File: config.mk
export PLATFORM = sky130hd
export DESIGN_NAME = rx_status_ctrl
export DESIGN_NICKNAME = d
export VERILOG_FILES = /design/src/rxs_pkg.sv /design/src/rx_frame_tracker.sv /design/src/rx_status_ctrl.sv
export VERILOG_INCLUDE_DIRS = /design/src
export SDC_FILE = /design/constraint.sdc
export NUM_CORES = 1
export LEC_CHECK = 0
export ABC_AREA = 0
export BUFFER_PORTS_ARGS = -buffer_cell sky130_fd_sc_hd__clkbuf_2
export CORE_ASPECT_RATIO = 1.25
export CORE_MARGIN = 3
export CORE_UTILIZATION = 60
export DETAILED_ROUTE_END_ITERATION = 6
export PLACE_DENSITY = 0.85
export SLEW_MARGIN = 15
export SYNTH_ARGS = -nofsm -noshare
export SYNTH_HDL_FRONTEND = slang
export SYNTH_HIERARCHICAL = 1
export SYNTH_SLANG_ARGS = --single-unit
File: constraint.sdc
create_clock -name clk -period 4.2 [get_ports clk]
set_input_delay 0.84 -clock clk [delete_from_list [all_inputs] [get_ports clk]]
set_output_delay 0.84 -clock clk [all_outputs]
set_load 0.005 [all_outputs]
File: src/rxs_cfg.svh
// Constants for the receive status and receiver control block.
// Assumes inclusion by bare name; definitions only.
`ifndef RXS_CFG_SVH
`define RXS_CFG_SVH

// Status word bit positions
`define RXS_BIT_RSVD31    31
`define RXS_BIT_FILT_FAIL 30
`define RXS_LEN_MSB       29
`define RXS_LEN_LSB       16
`define RXS_BIT_SUMMARY   15
`define RXS_BIT_RSVD14    14
`define RXS_BIT_BCAST     13
`define RXS_BIT_LEN_MIS   12
`define RXS_BIT_RUNT      11
`define RXS_BIT_MCAST     10
`define RXS_BIT_RSVD9     9
`define RXS_BIT_RSVD8     8
`define RXS_BIT_TOO_LONG  7
`define RXS_BIT_LATE_COL  6
`define RXS_BIT_FTYPE     5
`define RXS_BIT_WDOG      4
`define RXS_BIT_MII_ERR   3
`define RXS_BIT_DRIBBLE   2
`define RXS_BIT_CRC       1
`define RXS_BIT_RSVD0     0

// Reset value of the status word register
`define RXS_WORD_RESET    32'h0000_0000

// Frame length limits in bytes
`define RXS_COLL_WINDOW   14'h0040
`define RXS_MAX_FRAME     14'h05EE
`define RXS_MAX_LEN_TYPE  16'h05DC
`define RXS_MIN_HEADER    14'h000E
`define RXS_FRAME_OVHD    14'h0012
`define RXS_MIN_PAYLOAD   16'h002E
`define RXS_WDOG_BYTES    14'h0800
`define RXS_DA_BYTES      14'h0006
`define RXS_LT_HI_IDX     14'h000C
`define RXS_LT_LO_IDX     14'h000D

// Dribble thresholds per operating mode
`define RXS_DRIB_MII      3'h4
`define RXS_DRIB_10M      3'h3

`endif

File: src/rxs_pkg.sv
// Types shared by the receive status and receiver control block.
// Assumes nothing of its surroundings.
package rxs_pkg;

	// Receive sequence states
	typedef enum logic [2:0]
	{
		st_idle,
		st_recv,
		st_wait,
		st_stop
	} rx_state_t;

	// Frame byte count
	typedef logic [13:0] byte_count_t;

endpackage : rxs_pkg

File: src/rx_frame_tracker.sv
// Per-frame byte counter, address class capture, length/type capture, watchdog.
// Assumes byte strobes on clk from the MAC layer; start pulse precedes first byte.
`timescale 1ns/100ps
`include "rxs_cfg.svh"

module rx_frame_tracker
	import rxs_pkg::*;
#(
	parameter byte_count_t WDOG_BYTES = `RXS_WDOG_BYTES
)
(
	input  wire logic        clk,
	input  wire logic        nrst,
	input  wire logic        frame_start,
	input  wire logic        byte_valid,
	input  wire logic [7:0]  byte_data,
	output byte_count_t      byte_count,
	output logic             da_bcast,
	output logic             da_group,
	output logic [15:0]      len_type,
	output logic             wdog_expired
);

	byte_count_t next_byte_count;
	logic        next_da_bcast;
	logic        next_da_group;
	logic [15:0] next_len_type;
	logic        next_wdog_expired;

	// Next values of the frame trackers
	always_comb
	begin
		next_byte_count   = byte_count;
		next_da_bcast     = da_bcast;
		next_da_group     = da_group;
		next_len_type     = len_type;
		next_wdog_expired = wdog_expired;
		if (frame_start)
		begin
			next_byte_count   = 14'h0000;
			next_da_bcast     = 1'b1;
			next_da_group     = 1'b0;
			next_len_type     = 16'h0000;
			next_wdog_expired = 1'b0;
		end
		else if (byte_valid)
		begin
			// Count saturates, frame is never cut short
			if (byte_count != 14'h3FFF)
				next_byte_count = byte_count + 14'h0001;
			if (byte_count < `RXS_DA_BYTES && byte_data != 8'hFF)
				next_da_bcast = 1'b0;
			if (byte_count == 14'h0000)
				next_da_group = byte_data[0];
			if (byte_count == `RXS_LT_HI_IDX)
				next_len_type[15:8] = byte_data;
			if (byte_count == `RXS_LT_LO_IDX)
				next_len_type[7:0] = byte_data;
			if (byte_count >= WDOG_BYTES)
				next_wdog_expired = 1'b1;
		end
	end

	// Tracker registers
	always_ff @(posedge clk or negedge nrst)
	begin
		if (!nrst)
		begin
			byte_count   <= 14'h0000;
			da_bcast     <= 1'b0;
			da_group     <= 1'b0;
			len_type     <= 16'h0000;
			wdog_expired <= 1'b0;
		end
		else
		begin
			byte_count   <= next_byte_count;
			da_bcast     <= next_da_bcast;
			da_group     <= next_da_group;
			len_type     <= next_len_type;
			wdog_expired <= next_wdog_expired;
		end
	end

endmodule : rx_frame_tracker

File: src/rx_status_ctrl.sv
// Receive status word builder and receiver stop/start and error control.
// Assumes MAC layer byte stream, FIFO flags and control bits all on clk.
`timescale 1ns/100ps
`include "rxs_cfg.svh"

module rx_status_ctrl
	import rxs_pkg::*;
#(
	parameter byte_count_t WDOG_BYTES = `RXS_WDOG_BYTES
)
(
	input  wire logic        clk,
	input  wire logic        nrst,
	input  wire logic        receive_enable,
	input  wire logic        pass_bad_frames,
	input  wire logic        speed_10m,
	input  wire logic        frame_start,
	input  wire logic        byte_valid,
	input  wire logic [7:0]  byte_data,
	input  wire logic        mii_rx_er,
	input  wire logic        collision,
	input  wire logic        frame_end,
	input  wire logic        crc_ok,
	input  wire logic [2:0]  dribble_bits,
	input  wire logic        filter_fail,
	input  wire logic        data_load_done,
	input  wire logic        stat_fifo_full,
	input  wire logic        host_data_rd,
	input  wire logic        data_fifo_empty,
	input  wire logic        host_stat_rd,
	input  wire logic        stat_fifo_empty,
	input  wire logic        rxe_clear,
	output logic             stat_push,
	output logic [31:0]      stat_word,
	output logic             frame_drop,
	output logic             receiver_error_flag,
	output logic             receive_stopped_irq,
	output logic             rx_halted
);

	rx_state_t   state;
	rx_state_t   next_state;
	logic [31:0] word;
	logic [31:0] next_word;
	logic        rx_er_seen;
	logic        next_rx_er_seen;
	logic        late_col;
	logic        next_late_col;
	logic        next_stat_push;
	logic [31:0] next_stat_word;
	logic        next_frame_drop;
	logic        next_error_flag;
	logic        next_stopped_irq;
	logic        next_rx_halted;
	logic        start_ok;
	logic        count_en;
	logic        overrun;
	byte_count_t byte_count;
	logic        da_bcast;
	logic        da_group;
	logic [15:0] len_type;
	logic        wdog_expired;

	// New frames only accepted while idle and enabled
	assign start_ok = (state == st_idle) && receive_enable && frame_start;
	assign count_en = (state == st_recv) && byte_valid;

	// Byte counting and header capture
	rx_frame_tracker #(
		.WDOG_BYTES   (WDOG_BYTES)
	) u_tracker (
		.clk          (clk),
		.nrst         (nrst),
		.frame_start  (start_ok),
		.byte_valid   (count_en),
		.byte_data    (byte_data),
		.byte_count   (byte_count),
		.da_bcast     (da_bcast),
		.da_group     (da_group),
		.len_type     (len_type),
		.wdog_expired (wdog_expired)
	);

	// Build the status word from the finished frame
	function automatic logic [31:0] build_word
	(
		input byte_count_t cnt,
		input logic        ffail,
		input logic        bc,
		input logic        grp,
		input logic [15:0] lt,
		input logic        wd,
		input logic        rxer,
		input logic        lcol,
		input logic        crc_good,
		input logic [2:0]  drib,
		input logic        slow
	);
		logic [31:0] w;
		logic [15:0] pay;
		logic        runt;
		w    = 32'h0000_0000;
		pay  = {2'b00, cnt - `RXS_FRAME_OVHD};
		runt = cnt < `RXS_COLL_WINDOW;
		w[`RXS_BIT_FILT_FAIL] = ffail;
		w[`RXS_LEN_MSB:`RXS_LEN_LSB] = cnt;
		w[`RXS_BIT_BCAST] = bc;
		w[`RXS_BIT_MCAST] = grp && !bc;
		// length mismatch, padded minimum frames tolerated
		w[`RXS_BIT_LEN_MIS] = (cnt >= `RXS_MIN_HEADER) && (lt <= `RXS_MAX_LEN_TYPE)
			&& (cnt >= `RXS_FRAME_OVHD) && (lt != pay)
			&& !((lt < `RXS_MIN_PAYLOAD) && (cnt == `RXS_COLL_WINDOW));
		w[`RXS_BIT_RUNT] = runt;
		w[`RXS_BIT_TOO_LONG] = cnt > `RXS_MAX_FRAME;
		w[`RXS_BIT_LATE_COL] = lcol;
		// frame type, never under header size
		w[`RXS_BIT_FTYPE] = (cnt >= `RXS_MIN_HEADER) && (lt > `RXS_MAX_LEN_TYPE);
		w[`RXS_BIT_WDOG] = wd;
		w[`RXS_BIT_MII_ERR] = rxer;
		w[`RXS_BIT_DRIBBLE] = !lcol && (slow ? (drib >= `RXS_DRIB_10M)
			: (drib == `RXS_DRIB_MII));
		w[`RXS_BIT_CRC] = !crc_good || rxer;
		w[`RXS_BIT_SUMMARY] = w[`RXS_BIT_RUNT] | w[`RXS_BIT_TOO_LONG]
			| w[`RXS_BIT_LATE_COL] | w[`RXS_BIT_CRC];
		w[`RXS_BIT_RSVD31] = 1'b0;
		w[`RXS_BIT_RSVD14] = 1'b0;
		w[`RXS_BIT_RSVD9:`RXS_BIT_RSVD8] = 2'b00;
		w[`RXS_BIT_RSVD0] = 1'b0;
		return w;
	endfunction : build_word

	// Status FIFO full at push time loses the word
	assign overrun = (state == st_wait) && data_load_done && stat_fifo_full
		&& !(word[`RXS_BIT_RUNT] && !pass_bad_frames);

	// Receive sequence, status hand-off and error flag
	always_comb
	begin
		next_state       = state;
		next_word        = word;
		next_rx_er_seen  = rx_er_seen;
		next_late_col    = late_col;
		next_stat_push   = 1'b0;
		next_stat_word   = stat_word;
		next_frame_drop  = 1'b0;
		next_stopped_irq = 1'b0;
		next_rx_halted   = rx_halted;
		case (state)
			st_idle:
			begin
				if (!receive_enable)
				begin
					next_state       = st_stop;
					next_stopped_irq = 1'b1;
					next_rx_halted   = 1'b1;
				end
				else if (start_ok)
				begin
					next_state      = st_recv;
					next_rx_er_seen = 1'b0;
					next_late_col   = 1'b0;
				end
			end
			st_recv:
			begin
				// receive error accumulated over the frame
				if (mii_rx_er)
					next_rx_er_seen = 1'b1;
				if (collision && byte_count >= `RXS_COLL_WINDOW)
					next_late_col = 1'b1;
				if (frame_end)
				begin
					next_state = st_wait;
					next_word  = build_word(byte_count, filter_fail, da_bcast, da_group,
						len_type, wdog_expired, rx_er_seen || mii_rx_er,
						late_col || (collision && byte_count >= `RXS_COLL_WINDOW),
						crc_ok, dribble_bits, speed_10m);
				end
			end
			st_wait:
			begin
				// status only after data is loaded
				if (data_load_done)
				begin
					next_state = st_idle;
					if (word[`RXS_BIT_RUNT] && !pass_bad_frames)
						next_frame_drop = 1'b1;
					else if (!stat_fifo_full)
					begin
						next_stat_push = 1'b1;
						next_stat_word = word;
					end
				end
			end
			st_stop:
			begin
				if (receive_enable)
				begin
					next_state     = st_idle;
					next_rx_halted = 1'b0;
				end
			end
			default:
			begin
				next_state = st_idle;
			end
		endcase
		// underruns and overrun set, set wins over clear
		// flag has no effect on the sequence
		next_error_flag = (host_data_rd && data_fifo_empty)
			|| (host_stat_rd && stat_fifo_empty) || overrun
			|| (receiver_error_flag && !rxe_clear);
	end

	// Sequence and output registers
	always_ff @(posedge clk or negedge nrst)
	begin
		if (!nrst)
		begin
			state               <= st_idle;
			word                <= `RXS_WORD_RESET;
			rx_er_seen          <= 1'b0;
			late_col            <= 1'b0;
			stat_push           <= 1'b0;
			stat_word           <= `RXS_WORD_RESET;
			frame_drop          <= 1'b0;
			receiver_error_flag <= 1'b0;
			receive_stopped_irq <= 1'b0;
			rx_halted           <= 1'b0;
		end
		else
		begin
			state               <= next_state;
			word                <= next_word;
			rx_er_seen          <= next_rx_er_seen;
			late_col            <= next_late_col;
			stat_push           <= next_stat_push;
			stat_word           <= next_stat_word;
			frame_drop          <= next_frame_drop;
			receiver_error_flag <= next_error_flag;
			receive_stopped_irq <= next_stopped_irq;
			rx_halted           <= next_rx_halted;
		end
	end
endmodule : rx_status_ctrl

# == Word-level counts from Yosys, hierarchy flattened ==
# Cells that the tools add are included.
# W data, S select, Z words.
# totals
reg_bits,97
input_bits,30
output_inout_bits,37
# op_classes
n_mux,41
n_addsub,2
n_bitwise,5
order_cmp,11
n_eq_ne,19
n_reduce_logical,56
# op_table
cell,n
$mux W14,3
$mux W16,2
$eq A14 B4 Y1 const B,2
$mux W1,25
$logic_and A1 B1 Y1,20
$reduce_bool A2 Y1,9
$gt A16 B11 Y1 const B,1
$le A16 B11 Y1 const B,1
$lt A16 B6 Y1 const B,1
$mux W8,2
$ne A16 B14 Y1,1
$reduce_and A4 Y1,4
$mux W3,5
$add A14 B1 Y14 const B,1
$eq A14 B7 Y1 const B,1
$ge A14 B12 Y1 const B,1
$ge A14 B4 Y1 const B,1
$ge A14 B5 Y1 const B,1
$ge A14 B7 Y1 const B,1
$gt A14 B11 Y1 const B,1
$logic_not A14 Y1,1
$lt A14 B3 Y1 const B,1
$lt A14 B7 Y1 const B,1
$ne A14 B14 Y1 const B,1
other kinds (18),47

# == Depth between registers and ports, before layout ==
# Gate-level depths: netlist of run 1.
# depth
depth_word,6
ltp_mapped,9
ltp_nobuf,8

# == Modules after synthesis ==
# The synthesis of run 1 kept the hierarchy.
# by_module_without_submodules
module,cells_per_inst,seq_area_each_um2,n_inst,area_per_inst_um2
rx_status_ctrl,280,1576.5,1,3144.3
rx_frame_tracker,170,825.8,1,1701.6

# == Least setup slack after synthesis of run 1 ==
# Ideal clock, no wire load.
# synth_path
path_type,input-to-reg
start,input port byte_valid
end,register u_tracker.da_group
t_arrival_ns,2.161
setup_slack_ns,1.907
stages,6
setup_time_ns,0.132
path_buffers,1
required_ns,4.068
path_cell_list,and2_1 clkbuf_1 or4bb_1 nor4_1 mux2i_1 nor2_1
# synth_via
elab_chain_len,3
# synth_lines
item,line,text
from (decl),rx_status_ctrl.sv:18,"input wire logic byte_valid,"
$logic_and A1 B1 Y1,rx_status_ctrl.sv:66,assign count_en = (state == st_recv) && byte_valid;
$reduce_bool A2 Y1 (no source line),n/a,
$reduce_and A2 Y1 (no source line),n/a,
to (signal assigned),rx_frame_tracker.sv:79,da_group <= next_da_group;
to (decl),rx_frame_tracker.sv:19,"output logic da_group,"
# No other way between the ends.
# A chain may end at the register's enable or synchronous reset.

# == Worst setup path in the final report of run 1 ==
# layout_path
start,input port receive_enable
end,register u_tracker.byte_count[9]
# layout_via
elab_chain_len,4
word_cells_on_any_way,6
classes_between,1 x mux; 5 x reduce/logical
# layout_lines
item,line,text
from (decl),rx_status_ctrl.sv:14,"input wire logic receive_enable,"
$logic_and A1 B1 Y1 (*) (2 in series),rx_status_ctrl.sv:65,assign start_ok = (state == st_idle) && receive_enable && frame_start;
via start_ok,rx_status_ctrl.sv:55,logic start_ok;
$reduce_bool A2 Y1 (no source line),n/a,
$reduce_and A2 Y1 (no source line),n/a,
to (signal assigned),rx_frame_tracker.sv:77,byte_count <= next_byte_count;
to (decl),rx_frame_tracker.sv:17,"output byte_count_t byte_count,"
# The timed path passes the listed nets; every way through them passes the cells marked *.

==> results of run 1 <==
worst reg2reg max path: stages (launching register included):
cell	delay, ps
dfrtp_1	440
nor2_1	160
nand3_1	160
inv_1	800
nand3b_1	220
nor4_1	60
buf_4	170
or4_1	400
a21oi_1	150
cell usage after synthesis (2+ instances only):
| master | number |
|---|---|
| o31a_1 | 3 |
| o2111ai_1 | 2 |
| inv_1 | 10 |
| a31oi_1 | 5 |
| or4_1 | 5 |
| mux2_2 | 43 |
| o41ai_1 | 3 |
| nand4_1 | 15 |
| clkbuf_1 | 14 |
| nor4_4 | 2 |
| mux2i_1 | 20 |
| nor2b_1 | 3 |
| nand3b_1 | 4 |
| buf_2 | 6 |
| nor4_1 | 10 |
| a21oi_1 | 19 |
| dfrtp_1 | 96 |
| nand2_1 | 28 |
| nor3_1 | 7 |
| nor3b_1 | 2 |
| and2_1 | 2 |
| xnor2_1 | 13 |
| o21ai_0 | 18 |
| nand3_1 | 7 |
| and3_1 | 6 |
| o21bai_1 | 4 |
| nor2_1 | 37 |
| and4_1 | 3 |
| nand2b_1 | 5 |
| xor2_1 | 5 |
| or3_1 | 10 |
| nor4b_1 | 2 |
| buf_4 | 5 |
| ha_1 | 6 |
| a21o_1 | 3 |
| o31ai_1 | 2 |
per-layer routing:
metal | wire length (um) | share of wire (%)
met1 | 4430 | 41
met3 | 750 | 7.0
met5 | 0 | 0
met2 | 5360 | 50
met4 | 236 | 2.2
sequential cells by signal, summed over array words and instances (netlist names), 2 cells and up:
name and count:
u_tracker/len_type 16, u_tracker/byte_count 14, state 2, word 27, stat_word 27
layout make-up:
class                      count  area [sq um]  area share, %
sequential                    96          2400           44.7
clock inverter                 5          58.8           1.10
tap                           95           119           2.21
multi-input combinational    321          2290           42.7
inverter                      10          37.5          0.699
clock buffer                   9           124           2.31
timing repair buffer          65           338           6.29
through the flow:
| stage | utilization (%) | setup WS (ps) | instance area (sq um) | hold WS (ps) | instances |
|---|---|---|---|---|---|
| 2_1_floorplan | - | 1910 | 4860 | 444 | 454 |
| 3_3_place_gp | 66.2 | 1300 | 5190 | 456 | 587 |
| 3_5_place_dp | 66.2 | 1200 | 5190 | 466 | 587 |
| 4_1_cts | 68.5 | 1550 | 5370 | 484 | 601 |
| 5_1_grt | 68.5 | 1180 | 5370 | 518 | 601 |
| 6_report | 68.5 | 1500 | 5370 | 488 | 601 |
worst paths after layout:
check	slack, ps	endpoint	startpoint	cells past startpoint
min in group asynchronous	520	stat_word[30]$_DFFE_PN0P_	nrst	1
hold reg to reg	490	word[3]$_DFFE_PN0P_	word[3]$_DFFE_PN0P_	2
setup / recovery	1500	u_tracker/byte_count[9]$_DFFE_PN0P_	receive_enable	7
max in group asynchronous	2690	u_tracker/len_type[0]$_DFFE_PN0P_	nrst	2
setup reg to reg	1560	u_tracker/byte_count[7]$_DFFE_PN0P_	state[0]$_DFFE_PN0P_	8
hold / removal	490	word[3]$_DFFE_PN0P_	word[3]$_DFFE_PN0P_	2
cells by family (layout without fill, tap and decap cells):
group	count (synthesis)	after routing
AND/OR/NAND/NOR	157	157
flip-flops	96	96
AO/OA/AOI/OAI	72	72
multiplexers	63	63
buffers and inverters	37	89
XOR/XNOR	18	18
adder cells (fa/ha/maj)	6	6
other	1	5
report_power, final:
group	leakage, nW	switching, mW	internal, mW	total, mW
clock network	0.0876	0.316	0.269	0.585
registers	1.26	0.197	1.15	1.34
logic	1.15	0.392	0.374	0.766
placed cells by master, fill, tap and decap left out, drive strengths merged, types with 5 or more instances in the layout:
cell    instances
a21oi          19
a31oi           5
and3            7
buf             5
clkbuf         69
conb            5
dfrtp          96
ha              6
inv            11
mux2           43
mux2i          20
nand2          28
nand2b          5
nand3           7
nand4          15
nor2           37
nor3            8
nor4           13
o21ai          19
or3            10
or4             6
xnor2          13
xor2            5
==> qor.yml, run 1 <==
diodes: 0
hold_violations: 0
setup_viol: 0
slew_headroom_pct: 29.9
grtUsageMet2_pct: 40.9
port_buffers: 61
arrival_ps: 2980
power_mw: 2.70
via_per_inst: 6.26
synth_top_family_by_area: "simple AND/OR/NAND/NOR gates"
cts_tree: "yes"
path_class: "primary input to register"
grt.overflow.total: 0
root_buffer: "clkbuf_8"
tightestPinTransition_ps: 1050
grt_antenna_before_repair: 0
synth.avg_cell_area_sq_um: 10.8
ys_seq_elements: 96
outcome: "finished clean"
slew_violations: 0
async_flop_share_pct: 100
path_clk_slew_ps: 80
clk_latency_ps: 370
synth_area_sq_um: 4850
drt_first_pass_iters: 5
maxCapViolations: 0
path_max_fanout: 36
synth_compound_area_share_pct: 9.66
critPathLaunchType: "primary input"
cts-htree-levels: 3
critPathBufInv: 2
holdCritPathClass: "register to register"
leakage_nw: 2.50
crit_slowest_cell: "nor4_1"
clockBufferDepth: 2
netlist_instances: 450
grt_use_met1_pct: 31.1
ys_warn_count: 6
power.density_nw_per_um2: 502
start_util_pct: 61.8
rsz0062_at_grt: "false"
fin_crit_sh_pct: 64.3
drc_errors: 0
synth_cell_type_count: 61
ios: 67
vdd_drop_max_v: 0.000332
muxShareOfSynthArea_pct: 14.1
critPathMaxStageDelay_ps: 600
max_freq_ghz: 0.371
grt_usage_pct: 24.6
synth-xor-area-share_pct: 3.25
critPathTopFamily: "simple AND/OR/NAND/NOR gates"
drive_gt1_share_pct: 25.9
grt_use_met3_pct: 5.74
yosys.area_share.simple_pct: 18.2
grt_max_degree: 59
fin_skew_ps: 11.9
synth_top_area_share_pct: 49.6
vias: 3764
crit_required_ps: 4480
cts_resized: 0
first_iter_violations: 267
clkSinkCount: 96
yosysSeqAreaShare_pct: 49.6
tns_ps: 0
wire_per_inst_um: 17.9
synthTopCellsByArea: "dfrtp_1 50%, mux2_2 10%, mux2i_1 4.1%, nor2_1 2.9%, xnor2_1 2.3%"
design.core.area_sq_um: 7840
ys.flop_type: "dfrtp_1"
synth_adder_area_share_pct: 1.55
place_congestion: 0.895
crit_path_end_kind: "register"
drt-total-wl_um: 10800
grt_pass1_wl_um: 17900
cts_made_buffers: 9
fill_cells: 608
ant_nets: 0
path_cells: "clkbuf_2 > nand3_1 > inv_1 > nand4b_1 > nor4_1 > o21ai_0 > a21oi_1"
die_w_um: 86.4
period_needed_ps: 2700
syn_to_final_growth_pct: 10.8
holdBufCountCts: 0
yosysTopAreaCell: "dfrtp_1"
die_area_sq_um: 9200
dieHeight_um: 106
busiest_layer: "met2"
fin_nets: 539
rows: 36
hpwlAfterDp_um: 7460
synth_edf_count: 0
postCtsSetupBuffers: 0
grt_pass1_vias: 3735
No activity file was read; power rests on OpenSTA's default activity.
==> run 2: changes to the inputs <==
--- a/config.mk
+++ b/config.mk
@@ -10,9 +10,9 @@
 export BUFFER_PORTS_ARGS = -buffer_cell sky130_fd_sc_hd__clkbuf_2
 export CORE_ASPECT_RATIO = 1.25
 export CORE_MARGIN = 3
-export CORE_UTILIZATION = 60
+export CORE_UTILIZATION = 58
 export DETAILED_ROUTE_END_ITERATION = 6
-export PLACE_DENSITY = 0.85
+export PLACE_DENSITY = 0.82
 export SLEW_MARGIN = 15
 export SYNTH_ARGS = -nofsm -noshare
 export SYNTH_HDL_FRONTEND = slang
==> constraint.sdc (replaced) <==
create_clock -name clk -period 2.65 [get_ports clk]
set_input_delay 0.53 -clock clk [delete_from_list [all_inputs] [get_ports clk]]
set_output_delay 0.53 -clock clk [all_outputs]
set_load 0.005 [all_outputs]
==> run 2 against run 1 <==
Non-clock buffer count up 18. Combinational power up 78%. Die area rose by 3.2%. Clock power rose by 67%. Cell count up 3.3%. Critical path depth is 1 lower. Sequential power is 55% higher. Setup slack worse by 1200 ps. Critical path type is now register to register. Largest cell class unchanged. Highest routed layer unchanged.
==> qor.yml, run 2 (synthesis gave the netlist of run 1 again) <==
critPathBufInv: 0  # -2
drt_first_pass_iters: 6  # +1
rrSetupSlack_ps: 300  # -1260 ps
diodes: 0  # unchanged
final_util_pct: 69.5  # +0.96 points
syn_to_final_growth_pct: 14.3
fin_crit_sh_pct: 88.6
fin_nets: 557  # +3.3%
start_util_pct: 60.8  # -1.0 points
hold_ws_ps: 51.3  # -436 ps
placed_cell_area_sq_um: 5340  # +2.8%
mostFrequentLayoutCells: "96 x dfrtp_1, 60 x clkbuf_2, 43 x mux2_2, 37 x nor2_1, 28 x nand2_1"
cts_resized: 0  # unchanged
first_iter_violations: 194  # -27%
tns_ps: 0  # unchanged
wire_per_inst_um: 17.9  # about the same
design.core.area_sq_um: 7970  # +1.7%
port_buffers: 61  # unchanged
top_regs: "stat_word (27), word (27), u_tracker/len_type (16)"
crit_required_ps: 2890  # -1590 ps
slew_headroom_pct: 67.5  # +38 points
critPathTopFamily: "compound AO/OA/AOI/OAI gates"
grt_max_degree: 73  # +24%
critPathLaunchType: "register"
preCtsSetupSlack_ps: 287  # -912 ps
die_area_sq_um: 9490  # +3.2%
layout.cells.non_filler: 621  # +3.3%
grt_antenna_before_repair: 0  # unchanged
arrival_ps: 2590  # -390 ps
clkSinkCount: 96  # unchanged
rsz0062_at_grt: "false"
die_w_um: 87.8  # +1.6%
postCtsSetupBuffers: 0  # unchanged
path_class: "register to register"
path_max_fanout: 16  # -56%
drive_gt1_share_pct: 28.5  # +2.6 points
drt-total-wl_um: 11100  # +3.3%
cts_made_buffers: 9  # unchanged
dpl.cell_count: 605  # +3.1%
dieHeight_um: 108  # +1.6%
cts_tree: "yes"
root_buffer: "clkbuf_8"
design_area_sq_um: 5540  # +3.1%
tightestPinTransition_ps: 475  # -576 ps
ios: 67  # unchanged
power_mw: 4.42  # +64%
crit_path_end_kind: "register"
vdd_drop_max_v: 0.000433  # +31%
clk_latency_ps: 370  # about the same
busiest_layer: "met2"
slew_violations: 0  # unchanged
path_cells: "or4_4 > a211oi_2 > and3_1 > o21ai_0 > a2111oi_0 > a31oi_1"
setup_viol: 0  # unchanged
path_clk_slew_ps: 90  # about the same
final_common_cell: "dfrtp_1"
vias: 3818  # +1.4%
rows: 36  # unchanged
crit_slowest_cell: "or4_4"
outcome: "finished clean"
clockBufferDepth: 2  # unchanged
maxCapViolations: 0  # unchanged
drc_errors: 0  # unchanged
cts-htree-levels: 3  # unchanged
place_congestion: 0.962  # +7.6%
max_freq_ghz: 0.426
via_per_inst: 6.15  # -1.8%
critPathMaxStageDelay_ps: 610  # about the same
period_needed_ps: 2350
hold_violations: 0  # unchanged
grt_pass1_wl_um: 18300  # +2.5%
grt_pass1_vias: 3843  # +2.9%
ant_nets: 0  # unchanged
grtUsageMet2_pct: 41.1  # +0.19 points
hpwlAfterDp_um: 8220  # +10%
grt_use_met3_pct: 2.97  # -2.8 points
grt.overflow.total: 0  # unchanged
power.density_nw_per_um2: 797  # +59%
fin_ws_ps: 303  # -1200 ps
holdBufCountCts: 0  # unchanged
fin_skew_ps: 12.6  # +0.686 ps
grt_usage_pct: 24.7  # +0.11 points
holdCritPathClass: "primary input to asynchronous set/reset pin"
leakage_nw: 2.61  # +4.3%
grt_use_met1_pct: 31.2  # +0.11 points
==> run 2: cell count changes in the layout (fill, tap and decap cells not counted), sizes merged <==
cell    delta
clkinv     -1
clkbuf     +2
buf       +18
inv        +1
==> run 2: final timing paths <==
check / start / to / depth (start not counted)
min in group clk: frame_end / state[0]$_DFFE_PN0P_ / 2
worst min-delay path: nrst / stat_push$_DFF_PN0_ / 1
max in group asynchronous: nrst / u_tracker/len_type[8]$_DFFE_PN0P_ / 2
worst max register to register: u_tracker/byte_count[7]$_DFFE_PN0P_ / word[12]$_DFFE_PN0P_ / 6
worst max-delay path: u_tracker/byte_count[7]$_DFFE_PN0P_ / word[12]$_DFFE_PN0P_ / 6
worst min register to register: word[17]$_DFFE_PN0P_ / word[17]$_DFFE_PN0P_ / 2
==> run 2: where the power goes <==
part           internal [mW]  switching, mW
logic                  0.653          0.703
clock network          0.469          0.510
registers               1.82          0.264
total                   2.94           1.48
==> run 2: metal layers <==
layer  up-vias  share of wire (%)
li1       1765                  -
met1      1871                 42
met2       152                 49
met3        30                5.5
met4         0                3.3
met5         -                  0
==> run 2: layout make-up <==
cell class	instances	area [sq um]
fill	590	2430
sequential	96	2400
tap	95	119
multi-input combinational	321	2290
clock inverter	5	62.6
timing repair buffer	83	485
clock buffer	11	141
inverter	10	37.5
